<file path="src/hdl/pll_pkg.sv">
package pll_pkg;

  // clock and timing
  localparam int CLK_MHZ  = 20;
  localparam int LOCK_NS  = 5;
  localparam int LOCK_RAW = (LOCK_NS * CLK_MHZ) / 1000;
  localparam int LOCK_CYC = (LOCK_RAW < 1) ? 1 : LOCK_RAW;
  localparam int ABL_CYC  = 2;

  // prescaler structure
  localparam int PRE_STAGES = 16;
  localparam logic [2:0] CORE_TOP_LO = 3'h3;
  localparam logic [2:0] CORE_TOP_HI = 3'h4;

  // register indices, byte address is index times four
  localparam logic [2:0] IDX_MODE    = 3'h0;
  localparam logic [2:0] IDX_MAIN    = 3'h1;
  localparam logic [2:0] IDX_SWALLOW = 3'h2;
  localparam logic [2:0] IDX_REF     = 3'h3;
  localparam logic [2:0] IDX_CAL     = 3'h4;
  localparam logic [2:0] IDX_CTRL    = 3'h5;
  localparam logic [2:0] IDX_STATUS  = 3'h6;
  localparam logic [2:0] IDX_NONE    = 3'h7;

  // field positions
  localparam int CAL_START_POS  = 0;
  localparam int CAL_INIT_POS   = 1;
  localparam int CTRL_SEL_POS   = 0;
  localparam int CTRL_SWING_POS = 4;

  // power-on defaults
  localparam logic [7:0] DEF_MODE    = 8'h00;
  localparam logic [8:0] DEF_MAIN    = 9'h040;
  localparam logic [5:0] DEF_SWALLOW = 6'h00;
  localparam logic [8:0] DEF_REF     = 9'h018;
  localparam logic [7:0] DEF_CAL     = 8'h00;
  localparam logic [7:0] DEF_CTRL    = 8'h37;
  localparam logic [7:0] MODE_PD     = 8'h00;

  // calibration
  localparam logic [4:0] BAND_MID  = 5'h10;
  localparam logic [2:0] BAND_MSB  = 3'h4;

  typedef enum logic [1:0] {
    CAL_IDLE,
    CAL_SYNC,
    CAL_MEAS,
    CAL_DONE
  } cal_e;

endpackage

</file>
<file path="src/hdl/prescaler_dual_mod.sv">
`timescale 1ns/10ps
module prescaler_dual_mod #(
  parameter int STAGES = pll_pkg::PRE_STAGES
) (
  // clock and reset
  input  wire logic clk_sys,
  input  wire logic rst_n,
  // vco side
  input  wire logic vco_tick,
  input  wire logic mod_hi,
  // counter side
  output logic      pre_tick
);

  localparam int SW = $clog2(STAGES);
  localparam logic [SW-1:0] LAST = SW'(STAGES - 1);

  typedef struct packed {
    logic [2:0]    core;
    logic [SW-1:0] stage;
    logic          pulse;
  } pre_s;

  pre_s s;
  pre_s next_s;
  logic last;
  logic [2:0] top;

  assign last = (s.stage == LAST);
  // one five-count core cycle per frame when the modulus is high
  assign top  = (last && mod_hi) ? pll_pkg::CORE_TOP_HI : pll_pkg::CORE_TOP_LO; // RL2

  always_comb
  begin
    next_s       = s;
    next_s.pulse = 1'b0;
    if (vco_tick)
    begin
      if (s.core >= top) // RL3
      begin
        next_s.core  = 3'h0;
        next_s.stage = last ? '0 : s.stage + SW'(1);
        next_s.pulse = last;
      end
      else
        next_s.core = s.core + 3'h1;
    end
  end

  always_ff @(posedge clk_sys or negedge rst_n)
  begin
    if (!rst_n)
      s <= '0;
    else
      s <= next_s;
  end

  assign pre_tick = s.pulse;
endmodule // prescaler_dual_mod

</file>
<file path="src/hdl/pll_synth_core.sv">
// Behaviour
// RL1: reference divided by 9-bit ratio feeds detector
// RL2: VCO prescaled by 64 or 65
// RL3: prescaler built on 4/5 core
// RL4: 6-bit swallow, 9-bit main, N=B*64+A
// RL5: host keeps A<=63, B>A, N 4096..32767
// RL6: detector pulses with fixed minimum overlap
// RL7: lock when up/down edges nearly coincide
// RL8: lock output high in power-down
// RL9: 3-bit code gives code+1 pump current
// RL10: calibration inhibits pump, forces pins mid-supply
// RL11: sub-band selection covers 32 values
// RL12: calibration starts on start-bit rising edge
// RL13: keep sub-band nearest target frequency
// RL14: done_n falls, then pump re-enabled
// RL15: host sets start after ratio change
// RL16: host runs reference before calibrating
// RL17: init pulse resets calibrator, automatic at power-on
// RL18: calibration lasts about seven detector periods; the code takes one sync wait plus five measuring periods
// RL19: host calibrates at detector rate up to 1MHz
// RL20: 2-bit code selects four swing levels
// RL21: ratios loaded over the register bus
// RL22: power-on loads default control values
// RL23: high modulus until swallow expires, then low
// RL24: done_n high during run; retrigger needs start low
`timescale 1ns/10ps
module pll_synth_core (
  // clock and reset
  input  wire logic        clk_sys,
  input  wire logic        rst_n,
  // ahb-lite slave
  input  wire logic        hsel,
  input  wire logic [31:0] haddr,
  input  wire logic [1:0]  htrans,
  input  wire logic        hwrite,
  input  wire logic [2:0]  hsize,
  input  wire logic [31:0] hwdata,
  input  wire logic        hready,
  output logic             hreadyout,
  output logic             hresp,
  output logic [31:0]      hrdata,
  // clock pins
  input  wire logic        ref_in,
  input  wire logic        vco_in,
  // detector and pump
  output logic             pfd_up,
  output logic             pfd_dn,
  output logic [3:0]       pump_level,
  output logic             pump_current_pin_mid,
  output logic             tuning_voltage_pin_mid,
  output logic             lock_detect,
  output logic             ref_div_tick,
  output logic             fb_div_tick,
  // vco control
  output logic             calib_done_n,
  output logic [4:0]       vco_subband,
  output logic [1:0]       vco_swing,
  output logic [7:0]       func_mode,
  output logic             power_down
);

  typedef struct packed {
    logic [7:0]    mode;
    logic [8:0]    main_cnt;
    logic [5:0]    swal;
    logic [8:0]    ref_ratio;
    logic [7:0]    cal;
    logic [7:0]    ctrl;
    logic          dph;
    logic          dwr;
    logic [2:0]    didx;
    logic [31:0]   rdata;
    logic          ref_s1;
    logic          ref_s2;
    logic          ref_s3;
    logic          vco_s1;
    logic          vco_s2;
    logic          vco_s3;
    logic [8:0]    r_cnt;
    logic          ref_pulse;
    logic [5:0]    a_left;
    logic [8:0]    b_cnt;
    logic          fb_pulse;
    logic          up;
    logic          dn;
    logic [1:0]    abl;
    logic          up_out;
    logic          dn_out;
    logic [3:0]    gap;
    logic          gap_run;
    logic          locked;
    logic          lock_out;
    logic          pd;
    logic [3:0]    level;
    pll_pkg::cal_e cal_st;
    logic [4:0]    band;
    logic [2:0]    bit_idx;
    logic          fb_seen;
    logic          armed;
    logic          start_prev;
    logic          done_n;
    logic          mid;
  } core_s;

  localparam core_s RST_VAL = '{
    mode:      pll_pkg::DEF_MODE,
    main_cnt:  pll_pkg::DEF_MAIN,
    swal:      pll_pkg::DEF_SWALLOW,
    ref_ratio: pll_pkg::DEF_REF,
    cal:       pll_pkg::DEF_CAL,
    ctrl:      pll_pkg::DEF_CTRL,
    pd:        1'b1,
    lock_out:  1'b1,
    level:     4'h8,
    cal_st:    pll_pkg::CAL_IDLE,
    band:      pll_pkg::BAND_MID,
    armed:     1'b1,
    done_n:    1'b1,
    default:   '0
  };

  core_s s;
  core_s next_s;
  logic  pre_tick;
  logic  ref_tick;
  logic  vco_tick;
  logic  busy;
  logic  start_bit;
  logic  init_bit;
  logic  trig;
  logic  up_set;
  logic  dn_set;
  logic  accept;
  logic  hit;

  assign ref_tick  = s.ref_s2 & ~s.ref_s3;
  assign vco_tick  = s.vco_s2 & ~s.vco_s3;
  assign busy      = (s.cal_st != pll_pkg::CAL_IDLE);
  assign start_bit = s.cal[pll_pkg::CAL_START_POS];
  assign init_bit  = s.cal[pll_pkg::CAL_INIT_POS];
  assign trig      = start_bit & ~s.start_prev & s.armed & ~busy & ~init_bit; // RL12
  assign up_set    = s.ref_pulse & ~s.up;
  assign dn_set    = s.fb_pulse & ~s.dn;
  assign accept    = hsel & hready & htrans[1];
  assign hit       = (haddr[31:5] == 27'h0) & (haddr[1:0] == 2'h0) & (hsize == 3'h2);

  prescaler_dual_mod #(
    .STAGES (pll_pkg::PRE_STAGES)
  ) u_prescaler (
    .clk_sys  (clk_sys),
    .rst_n    (rst_n),
    .vco_tick (vco_tick),
    .mod_hi   (s.a_left != 6'h00), // RL23
    .pre_tick (pre_tick)
  );

  always_comb
  begin
    next_s = s;

    // pin synchronisers
    next_s.ref_s1 = ref_in;
    next_s.ref_s2 = s.ref_s1;
    next_s.ref_s3 = s.ref_s2;
    next_s.vco_s1 = vco_in;
    next_s.vco_s2 = s.vco_s1;
    next_s.vco_s3 = s.vco_s2;

    // bus data phase write, ratios come only from here
    if (s.dph && s.dwr)
    begin
      unique case (s.didx) // RL21
        pll_pkg::IDX_MODE:    next_s.mode      = hwdata[7:0];
        pll_pkg::IDX_MAIN:    next_s.main_cnt  = hwdata[8:0];
        pll_pkg::IDX_SWALLOW: next_s.swal      = hwdata[5:0];
        pll_pkg::IDX_REF:     next_s.ref_ratio = hwdata[8:0];
        pll_pkg::IDX_CAL:     next_s.cal       = hwdata[7:0];
        pll_pkg::IDX_CTRL:    next_s.ctrl      = hwdata[7:0];
        default:              next_s.cal       = s.cal;
      endcase
    end
    next_s.dph  = accept;
    next_s.dwr  = hwrite;
    next_s.didx = (accept && hit) ? haddr[4:2] : pll_pkg::IDX_NONE;
    // read data picked in address phase, from post-write values
    if (accept && !hwrite)
    begin
      unique case (next_s.didx)
        pll_pkg::IDX_MODE:    next_s.rdata = {24'h0, next_s.mode};
        pll_pkg::IDX_MAIN:    next_s.rdata = {23'h0, next_s.main_cnt};
        pll_pkg::IDX_SWALLOW: next_s.rdata = {26'h0, next_s.swal};
        pll_pkg::IDX_REF:     next_s.rdata = {23'h0, next_s.ref_ratio};
        pll_pkg::IDX_CAL:     next_s.rdata = {24'h0, next_s.cal};
        pll_pkg::IDX_CTRL:    next_s.rdata = {24'h0, next_s.ctrl};
        pll_pkg::IDX_STATUS:
          next_s.rdata = {23'h0, s.pd, s.mid, s.lock_out, s.done_n, s.band};
        default:              next_s.rdata = 32'h0;
      endcase
    end

    // reference divider
    next_s.ref_pulse = 1'b0;
    if (ref_tick)
    begin
      if (({1'b0, s.r_cnt} + 10'h001) >= {1'b0, s.ref_ratio}) // RL1
      begin
        next_s.r_cnt     = 9'h000;
        next_s.ref_pulse = 1'b1;
      end
      else
        next_s.r_cnt = s.r_cnt + 9'h001;
    end

    // swallow and main counters
    next_s.fb_pulse = 1'b0;
    if (busy && s.ref_pulse)
    begin
      next_s.b_cnt  = 9'h000;
      next_s.a_left = next_s.swal;
    end
    else if (pre_tick)
    begin
      if (s.a_left != 6'h00)
        next_s.a_left = s.a_left - 6'h01; // RL23
      if (({1'b0, s.b_cnt} + 10'h001) >= {1'b0, s.main_cnt}) // RL4
      begin
        next_s.b_cnt    = 9'h000;
        // a swallow write landing on the reload edge is taken at once
        next_s.a_left   = next_s.swal;
        next_s.fb_pulse = 1'b1;
      end
      else
        next_s.b_cnt = s.b_cnt + 9'h001;
    end

    // phase detector with fixed overlap before reset
    if (s.ref_pulse)
      next_s.up = 1'b1;
    if (s.fb_pulse)
      next_s.dn = 1'b1;
    if (s.up && s.dn)
    begin
      if (s.abl == 2'(pll_pkg::ABL_CYC - 1)) // RL6
      begin
        next_s.up  = 1'b0;
        next_s.dn  = 1'b0;
        next_s.abl = 2'h0;
      end
      else
        next_s.abl = s.abl + 2'h1;
    end
    if (s.pd)
    begin
      next_s.up  = 1'b0;
      next_s.dn  = 1'b0;
      next_s.abl = 2'h0;
    end

    // lock detect on up/down rising edge spacing
    if (up_set && dn_set)
    begin
      next_s.locked  = 1'b1; // RL7
      next_s.gap_run = 1'b0;
    end
    else if (up_set || dn_set)
    begin
      if (s.gap_run)
      begin
        next_s.locked  = (s.gap < 4'(pll_pkg::LOCK_CYC)); // RL7
        next_s.gap_run = 1'b0;
      end
      else
      begin
        next_s.gap_run = 1'b1;
        next_s.gap     = 4'h1;
      end
    end
    else if (s.gap_run && s.gap != 4'hF)
      next_s.gap = s.gap + 4'h1;

    next_s.pd       = (next_s.mode == pll_pkg::MODE_PD);
    next_s.lock_out = next_s.locked | s.pd; // RL8
    next_s.level    = {1'b0, s.ctrl[pll_pkg::CTRL_SEL_POS +: 3]} + 4'h1; // RL9

    // sub-band calibration, binary search from the top bit
    next_s.start_prev = start_bit;
    if (!start_bit)
      next_s.armed = 1'b1; // RL24
    if (init_bit)
    begin
      next_s.cal_st = pll_pkg::CAL_IDLE; // RL17
      next_s.band   = pll_pkg::BAND_MID;
      next_s.done_n = 1'b1;
    end
    else
    begin
      unique case (s.cal_st)
        pll_pkg::CAL_IDLE:
          if (trig)
          begin
            next_s.cal_st  = pll_pkg::CAL_SYNC; // RL12
            next_s.band    = pll_pkg::BAND_MID; // RL11
            next_s.bit_idx = pll_pkg::BAND_MSB;
            next_s.done_n  = 1'b1; // RL24
            next_s.armed   = 1'b0;
          end
        pll_pkg::CAL_SYNC:
          if (s.ref_pulse)
          begin
            next_s.cal_st  = pll_pkg::CAL_MEAS;
            next_s.fb_seen = 1'b0;
          end
        pll_pkg::CAL_MEAS:
        begin
          if (s.fb_pulse)
            next_s.fb_seen = 1'b1;
          if (s.ref_pulse)
          begin
            // feedback ahead of reference means band too fast
            if (s.fb_seen || s.fb_pulse)
              next_s.band[s.bit_idx] = 1'b0; // RL13
            next_s.fb_seen = 1'b0;
            if (s.bit_idx == 3'h0)
            begin
              next_s.cal_st = pll_pkg::CAL_DONE; // RL18
              next_s.done_n = 1'b0; // RL14
            end
            else
            begin
              next_s.band[s.bit_idx - 3'h1] = 1'b1; // RL13
              next_s.bit_idx = s.bit_idx - 3'h1;
            end
          end
        end
        pll_pkg::CAL_DONE:
          next_s.cal_st = pll_pkg::CAL_IDLE; // RL14
      endcase
    end

    // pump held off and pins parked while calibrating
    next_s.mid    = (next_s.cal_st != pll_pkg::CAL_IDLE); // RL10
    next_s.up_out = next_s.up & ~next_s.mid; // RL10
    next_s.dn_out = next_s.dn & ~next_s.mid;
  end

  always_ff @(posedge clk_sys or negedge rst_n)
  begin
    if (!rst_n)
      s <= RST_VAL; // RL22 RL17
    else
      s <= next_s;
  end

  assign hreadyout              = 1'b1;
  assign hresp                  = 1'b0;
  assign hrdata                 = s.rdata;
  assign pfd_up                 = s.up_out;
  assign pfd_dn                 = s.dn_out;
  assign pump_level             = s.level;
  assign pump_current_pin_mid   = s.mid;
  assign tuning_voltage_pin_mid = s.mid;
  assign lock_detect            = s.lock_out;
  assign ref_div_tick           = s.ref_pulse;
  assign fb_div_tick            = s.fb_pulse;
  assign calib_done_n           = s.done_n;
  assign vco_subband            = s.band;
  assign vco_swing              = s.ctrl[pll_pkg::CTRL_SWING_POS +: 2]; // RL20
  assign func_mode              = s.mode;
  assign power_down             = s.pd;
endmodule // pll_synth_core

</file>
<file path="config.mk">
export PLATFORM = sky130hd
export DESIGN_NAME = pll_synth_core
export DESIGN_NICKNAME = d
export VERILOG_FILES = /design/src/hdl/pll_pkg.sv /design/src/hdl/prescaler_dual_mod.sv /design/src/hdl/pll_synth_core.sv
export SDC_FILE = /design/constraint.sdc
export NUM_CORES = 1
export LEC_CHECK = 0
export BUFFER_PORTS_ARGS = -buffer_cell sky130_fd_sc_hd__clkbuf_2
export CAP_MARGIN = 20
export CORE_ASPECT_RATIO = 2
export CORE_MARGIN = 8
export CORE_UTILIZATION = 48
export CTS_BUF_LIST = sky130_fd_sc_hd__clkbuf_8
export CTS_CLUSTER_SIZE = 20
export DETAILED_ROUTE_END_ITERATION = 8
export PLACE_DENSITY = 0.74
export SYNTH_ARGS = -nofsm -noshare
export SYNTH_HDL_FRONTEND = slang
export SYNTH_SLANG_ARGS = --single-unit
</file>
<file path="constraint.sdc">
create_clock -name clk_sys -period 7.8 [get_ports clk_sys]
set_clock_uncertainty 0.2 [all_clocks]
set_input_delay 0.78 -clock clk_sys [delete_from_list [all_inputs] [get_ports clk_sys]]
set_output_delay 0.78 -clock clk_sys [all_outputs]
set_load 0.005 [all_outputs]
</file>
# Word-level counts from Yosys, hierarchy flattened
# Cells that the tools add are included.
op_classes:
  n_addsub: 11
  n_mul: 0
  div_mod_pow: 0
  order_cmp: 8
  n_eq_ne: 27
  n_shift: 0
  mux: 65
  bitwise: 27
  reduce_logical: 38
ops:
  columns: ["operator", "count"]
  rows:
  - ["9-bit case mux with 7 select lines", 1]
  - ["48-bit 2-to-1 mux", 1]
  - ["9-bit 2-to-1 mux", 4]
  - ["8-bit 2-to-1 mux", 4]
  - ["27-bit zero test", 1]
  - ["4-bit 2-to-1 mux", 6]
  - ["1-bit 2-to-1 mux", 22]
  - ["9-bit by 1-bit adder with 10-bit output (second input constant)", 2]
  - ["10-bit by 9-bit greater-or-equal comparator with 1-bit output", 2]
  - ["5-bit 2-to-1 mux", 4]
  - ["9-bit by 1-bit adder with 9-bit output (second input constant)", 2]
  - ["6-bit 2-to-1 mux", 3]
  - ["16-bit 2-to-1 mux", 1]
  - ["8-bit case mux with 2 select lines", 1]
  - ["2-bit nonzero test", 8]
  - ["3-bit by 2-bit == test with 1-bit output (second input constant)", 5]
  - ["3-bit == test (second input constant)", 5]
  - ["15-bit 2-to-1 mux", 1]
  - ["1-bit bitwise AND", 14]
  - ["2-bit 2-to-1 mux", 6]
  - ["3-bit != test (second input constant)", 4]
  - ["11-bit 2-to-1 mux", 1]
  - ["1-bit logical AND", 10]
  - ["10-bit 2-to-1 mux", 1]
  - ["37 further kinds", 67]
totals:
  reg_bits: 158
  latchBits: 0
  ramBits: 0
  mem_bits_ro: 0
  inputBits: 76
  output_inout_bits: 62
  n_memories: 0

# Longest topological paths before layout
logic_depth:
  depth_word: 18
  depth_mapped: 12
  mapped_depth_nobuf: 11

# Modules after synthesis
# Synthesis repeated with hierarchy kept, for this count alone.
hier_totals:
  hier_cells: 750
  area_unflattened_um2: 7567.3
modules_own_cells:
  columns: ["mod", "n_inst", "cells_per_inst", "area_each_um2"]
  rows:
  - ["pll_synth_core", 1, 708, 7093.1]
  - ["prescaler_dual_mod", 1, 42, 474.2]

# Least setup slack after synthesis
# Ideal clock, no wire load.
synth_timing:
  path_kind: "flip-flop to flip-flop"
  from: "register s[34] (netlist name)"
  to: "register s[45] (netlist name)"
  setup_time_ns: 0.087
  arrival_time_ns: 2.716
  required_ns: 7.513
  path_slack_ns: 4.798
  stages_incl_launch_ff: 12
  period_less_slack_ns: 3.002
  path_cell_list: "dfrtp_1 -> ha_1 -> nand3_1 -> nor2_1 -> nand3_1 -> xnor2_1 -> ha_1 -> nor2b_1 -> a311oi_1 -> o21ai_1 -> or4_1 -> o211ai_1"
synth_between:
  elab_chain_len: 5
  elab_cells_between_ends: 7
  cone_classes: "1 x add/sub; 1 x order compare; 3 x mux; 2 x reduce/logical"
synth_rtl:
  columns: ["item", "line_no", "text"]
  rows:
  - ["start, declared", "pll_synth_core.sv:122", "core_s s;"]
  - ["start signal, assigned", "pll_synth_core.sv:351", "s <= next_s;"]
  - ["9-bit by 1-bit adder with 10-bit output *", "pll_synth_core.sv:225", "if (({1'b0, s.b_cnt} + 10'h001) >= {1'b0, s.main_cnt})"]
  - ["10-bit by 9-bit greater-or-equal comparator with 1-bit output *", "pll_synth_core.sv:225", null]
  - ["6-bit 2-to-1 mux", "pll_synth_core.sv:225", null]
  - ["16-bit 2-to-1 mux", "pll_synth_core.sv:221", "else if (pre_tick)"]
  - ["15-bit 2-to-1 mux", "pll_synth_core.sv:216", "if (busy && s.ref_pulse)"]
# Mark *: on every way between the ends. The rest lies on a longest branch, timed or not. The select of a mux whose other input is x is not followed.
# A chain may end at the register's enable or synchronous reset.

# Final worst setup path
layout_timing:
  from: "register s[50] (netlist name)"
  to: "register s[50] (netlist name)"
layout_between:
  elab_chain_len: 3
  elab_cells_between_ends: 4
  cone_classes: "2 x add/sub; 1 x order compare; 1 x mux"
layout_rtl:
  columns: ["item", "line_no", "text"]
  rows:
  - ["9-bit by 1-bit adder with 10-bit output", "pll_synth_core.sv:205", "if (({1'b0, s.r_cnt} + 10'h001) >= {1'b0, s.ref_ratio})"]
  - ["10-bit by 9-bit greater-or-equal comparator with 1-bit output", "pll_synth_core.sv:205", null]
  - ["9-bit 2-to-1 mux *", "pll_synth_core.sv:205", null]
# Mark *: on every way between the ends. The rest lies on a longest branch, timed or not.

==> flow_summary.yaml <==
worst_setup_path:
  worstPathCellList: "ha_1 -> nand3_1 -> nor2_1 -> xor2_1 -> ha_1 -> and4_1 -> a2111oi_0 -> o21ai_0 -> a21oi_1 -> nand3_1 -> o21ai_0"
  crit_required_ps: 7940
  cp-end-kind: "register"
  cpPeakStageDelay_ps: 580
  startpoint_type: "register"
  crit_slowest_cell: "a21oi_1"
  crit_family: "compound AO/OA/AOI/OAI gates"
  cp_max_fo: 9
  critical_path_arrival_ps: 3790
  crit_buf_inv: 0
  critPathLaunch: "s[50]$_DFFE_PN0P_"
  crit-reg2reg-launch: "s[50]$_DFFE_PN0P_"
  path_class: "reg -> reg"
clock_network:
  cts_sinks: 135
  cts-root-buf: "clkbuf_8"
  cts_setup_buffers: 0
  clk_path_buf_depth: 2
  cts_hold_buf: 0
  cts_tree: "yes"
  clkLatencyLatePin_ps: 430
  clkTransAtPathRegs_ps: 70
  htreeDepth: 4
  cts_resized: 0
  cts_buffers: 17
global_routing:
  grt_pass1_wl_um: 29200
  grt_usage: 0.175
  grt_pass1_vias: 5903
  grt_max_degree: 77
  antenna_found_initial: 0
  grt_overflow: 0
floorplanning:
  core_sq_um: 15600
  initial_core_util: 0.485
  ioPinCount: 138
  die_h_um: 194
  fp.dieW_um: 105
  die-area_sq_um: 20300
  num_rows: 65
sta:
  max_clock_freq_mhz: 274
  timing.setup.tns_ps: 0
  setup_viol_count_final: 0
  worst_slack_ps: 4150
  finalHoldViolCount: 0
  tightest_slew_ps: 1010
  period_minus_slack_ps: 3650
  final_max_slew_viol_count: 0
  rsz0062_at_grt: "no"
  maxSlewHeadroom: 0.327
  fin_crit_sh: 0.468
final_layout:
  layout-drive-gt1-share: 0.231
  register_area_sq_um: 3400
  syn2layout_area_growth_pct: 10.1
  fin_util: 0.534
  diodes: 0
  layout_common_cells: "121 x dfrtp_1, 87 x clkbuf_2, 61 x nand2_1"
  multi_input_area_sq_um: 3600
  final_common_cell: "dfrtp_1"
  nets: 913
  fillCellCount: 1399
outcome:
  status: "finished, final reports clean"
logic_synthesis:
  yosysWarnings: 0
  netlist_area_sq_um: 7580
  synth-seq-cells: 135
  synth-edff-count: 0
  synth_cell_types: 68
  synthFlopType: "dfrtp_1"
  syn_inst: 747
  ys_seq_area_frac: 0.448
  syn_area_per_cell_sq_um: 10.1
  synthArstFlopShare: 1.00
placement:
  dp_hpwl_um: 12600
  routabilityCongestion: 0.915
  place_ws_ps: 4280
  portBuffers: 88
drt:
  drt_iter0_markers: 334
  finalWirelength_um: 17500
  routedWlPerCell_um: 17.2
  vias: 5783
  drcViolationCount: 0
  firstDrtPassIters: 7
  viasPerCell: 5.68
  ant_nets: 0
power_and_ir_drop:
  peakVddDrop_v: 0.000168
  p_leak_nw: 4.03
  pwr_density_cell_nw_per_um2: 195
job:
  drv_cap: 0
worst_hold_path:
  hp-start: "next_s[63]$_DFF_PN0_"
  worstHoldPathType: "reg -> reg"
-- Yosys cell counts, drive strengths merged, types with 6 or more instances --
master	n	share of area
a22o	6	0.0069
nand3	29	0.019
buf	59	0.057
nand2b	15	0.012
xor2	8	0.0092
inv	48	0.024
nor3	13	0.0086
a32o	11	0.015
nor2b	11	0.0091
nor4	13	0.012
and3	8	0.0066
o211ai	7	0.0069
xnor2	9	0.010
a21oi	28	0.018
dfrtp	121	0.40
nand4	8	0.0066
mux2	43	0.066
nor2	42	0.021
or4	6	0.0059
mux2i	15	0.020
a31oi	8	0.0066
ha	32	0.053
nand2	61	0.030
clkbuf	17	0.0084
a21o	12	0.012
dfstp	14	0.049
o21ai	31	0.020
-- per-stage QoR --
stage / hold slack (ps) / std cells / cell area [sq um] / power (mW)
after floorplan: 131 / 770 / 7660 / 0.947
after global placement: 131 / 985 / 7890 / 0.999
after detailed placement: 140 / 985 / 7890 / 1.01
after CTS: 153 / 1017 / 8320 / 1.64
after global routing: 173 / 1019 / 8340 / 1.71
final: 154 / 1019 / 8340 / 1.62
-- path summary, 6_finish.rpt --
check,end,slack (ps),cells past startpoint
worst min-delay path,next_s[62]$_DFF_PN0_,150,0
worst max register to register,s[50]$_DFFE_PN0P_,4150,11
max in group asynchronous,s[50]$_DFFE_PN0P_,6000,2
worst min register to register,next_s[62]$_DFF_PN0_,150,0
min in group asynchronous,s[38]$_DFFE_PN0P_,160,1
worst max-delay path,s[50]$_DFFE_PN0P_,4150,11
-- worst reg2reg max path: cells and delay by family (launching register included) --
| family | cells | cell delay [ps] |
|---|---|---|
| AND/OR/NAND/NOR | 4 | 810 |
| flip-flops | 1 | 430 |
| adder cells (fa/ha/maj) | 2 | 560 |
| AO/OA/AOI/OAI | 4 | 1390 |
| XOR/XNOR | 1 | 210 |
-- layer usage --
layer  wire length (um)  up-vias  global-route usage
met5                  0        -                   0
met4                425        0              0.0687
met3                943       31              0.0413
met2               8720      180               0.289
met1               7410     2848               0.213
li1                   -     2724                   -
-- cell type report --
| type | count | area share |
|---|---|---|
| timing repair buffer | 92 | 0.0576 |
| multi-input combinational | 511 | 0.431 |
| sequential | 135 | 0.407 |
| inverter | 48 | 0.0216 |
| clock buffer | 20 | 0.0330 |
| clock inverter | 12 | 0.0193 |
| tap | 201 | 0.0301 |
-- registers in the layout, indices dropped and copies added (netlist names), 2 cells and up --
signal	cells
s	85
func_mode	8
next_s	5
vco_swing	2
vco_subband	5
pump_level	4
u_prescaler.s	7
hrdata	9
-- cell families after synthesis --
logic type / count (synthesis) / synth area share
AO/OA/AOI/OAI: 144 / 0.131
XOR/XNOR: 17 / 0.0196
adder cells (fa/ha/maj): 32 / 0.0528
buffers and inverters: 124 / 0.0892
flip-flops: 135 / 0.448
multiplexers: 63 / 0.101
other: 2 / 0.000991
AND/OR/NAND/NOR: 230 / 0.157
-- where the power goes --
| part | leakage (nW) | internal [mW] | switching [mW] |
|---|---|---|---|
| registers | 1.73 | 0.746 | 0.0444 |
| clock network | 0.234 | 0.369 | 0.258 |
| logic | 2.07 | 0.0915 | 0.116 |
(Power assumes the default switching activity.)
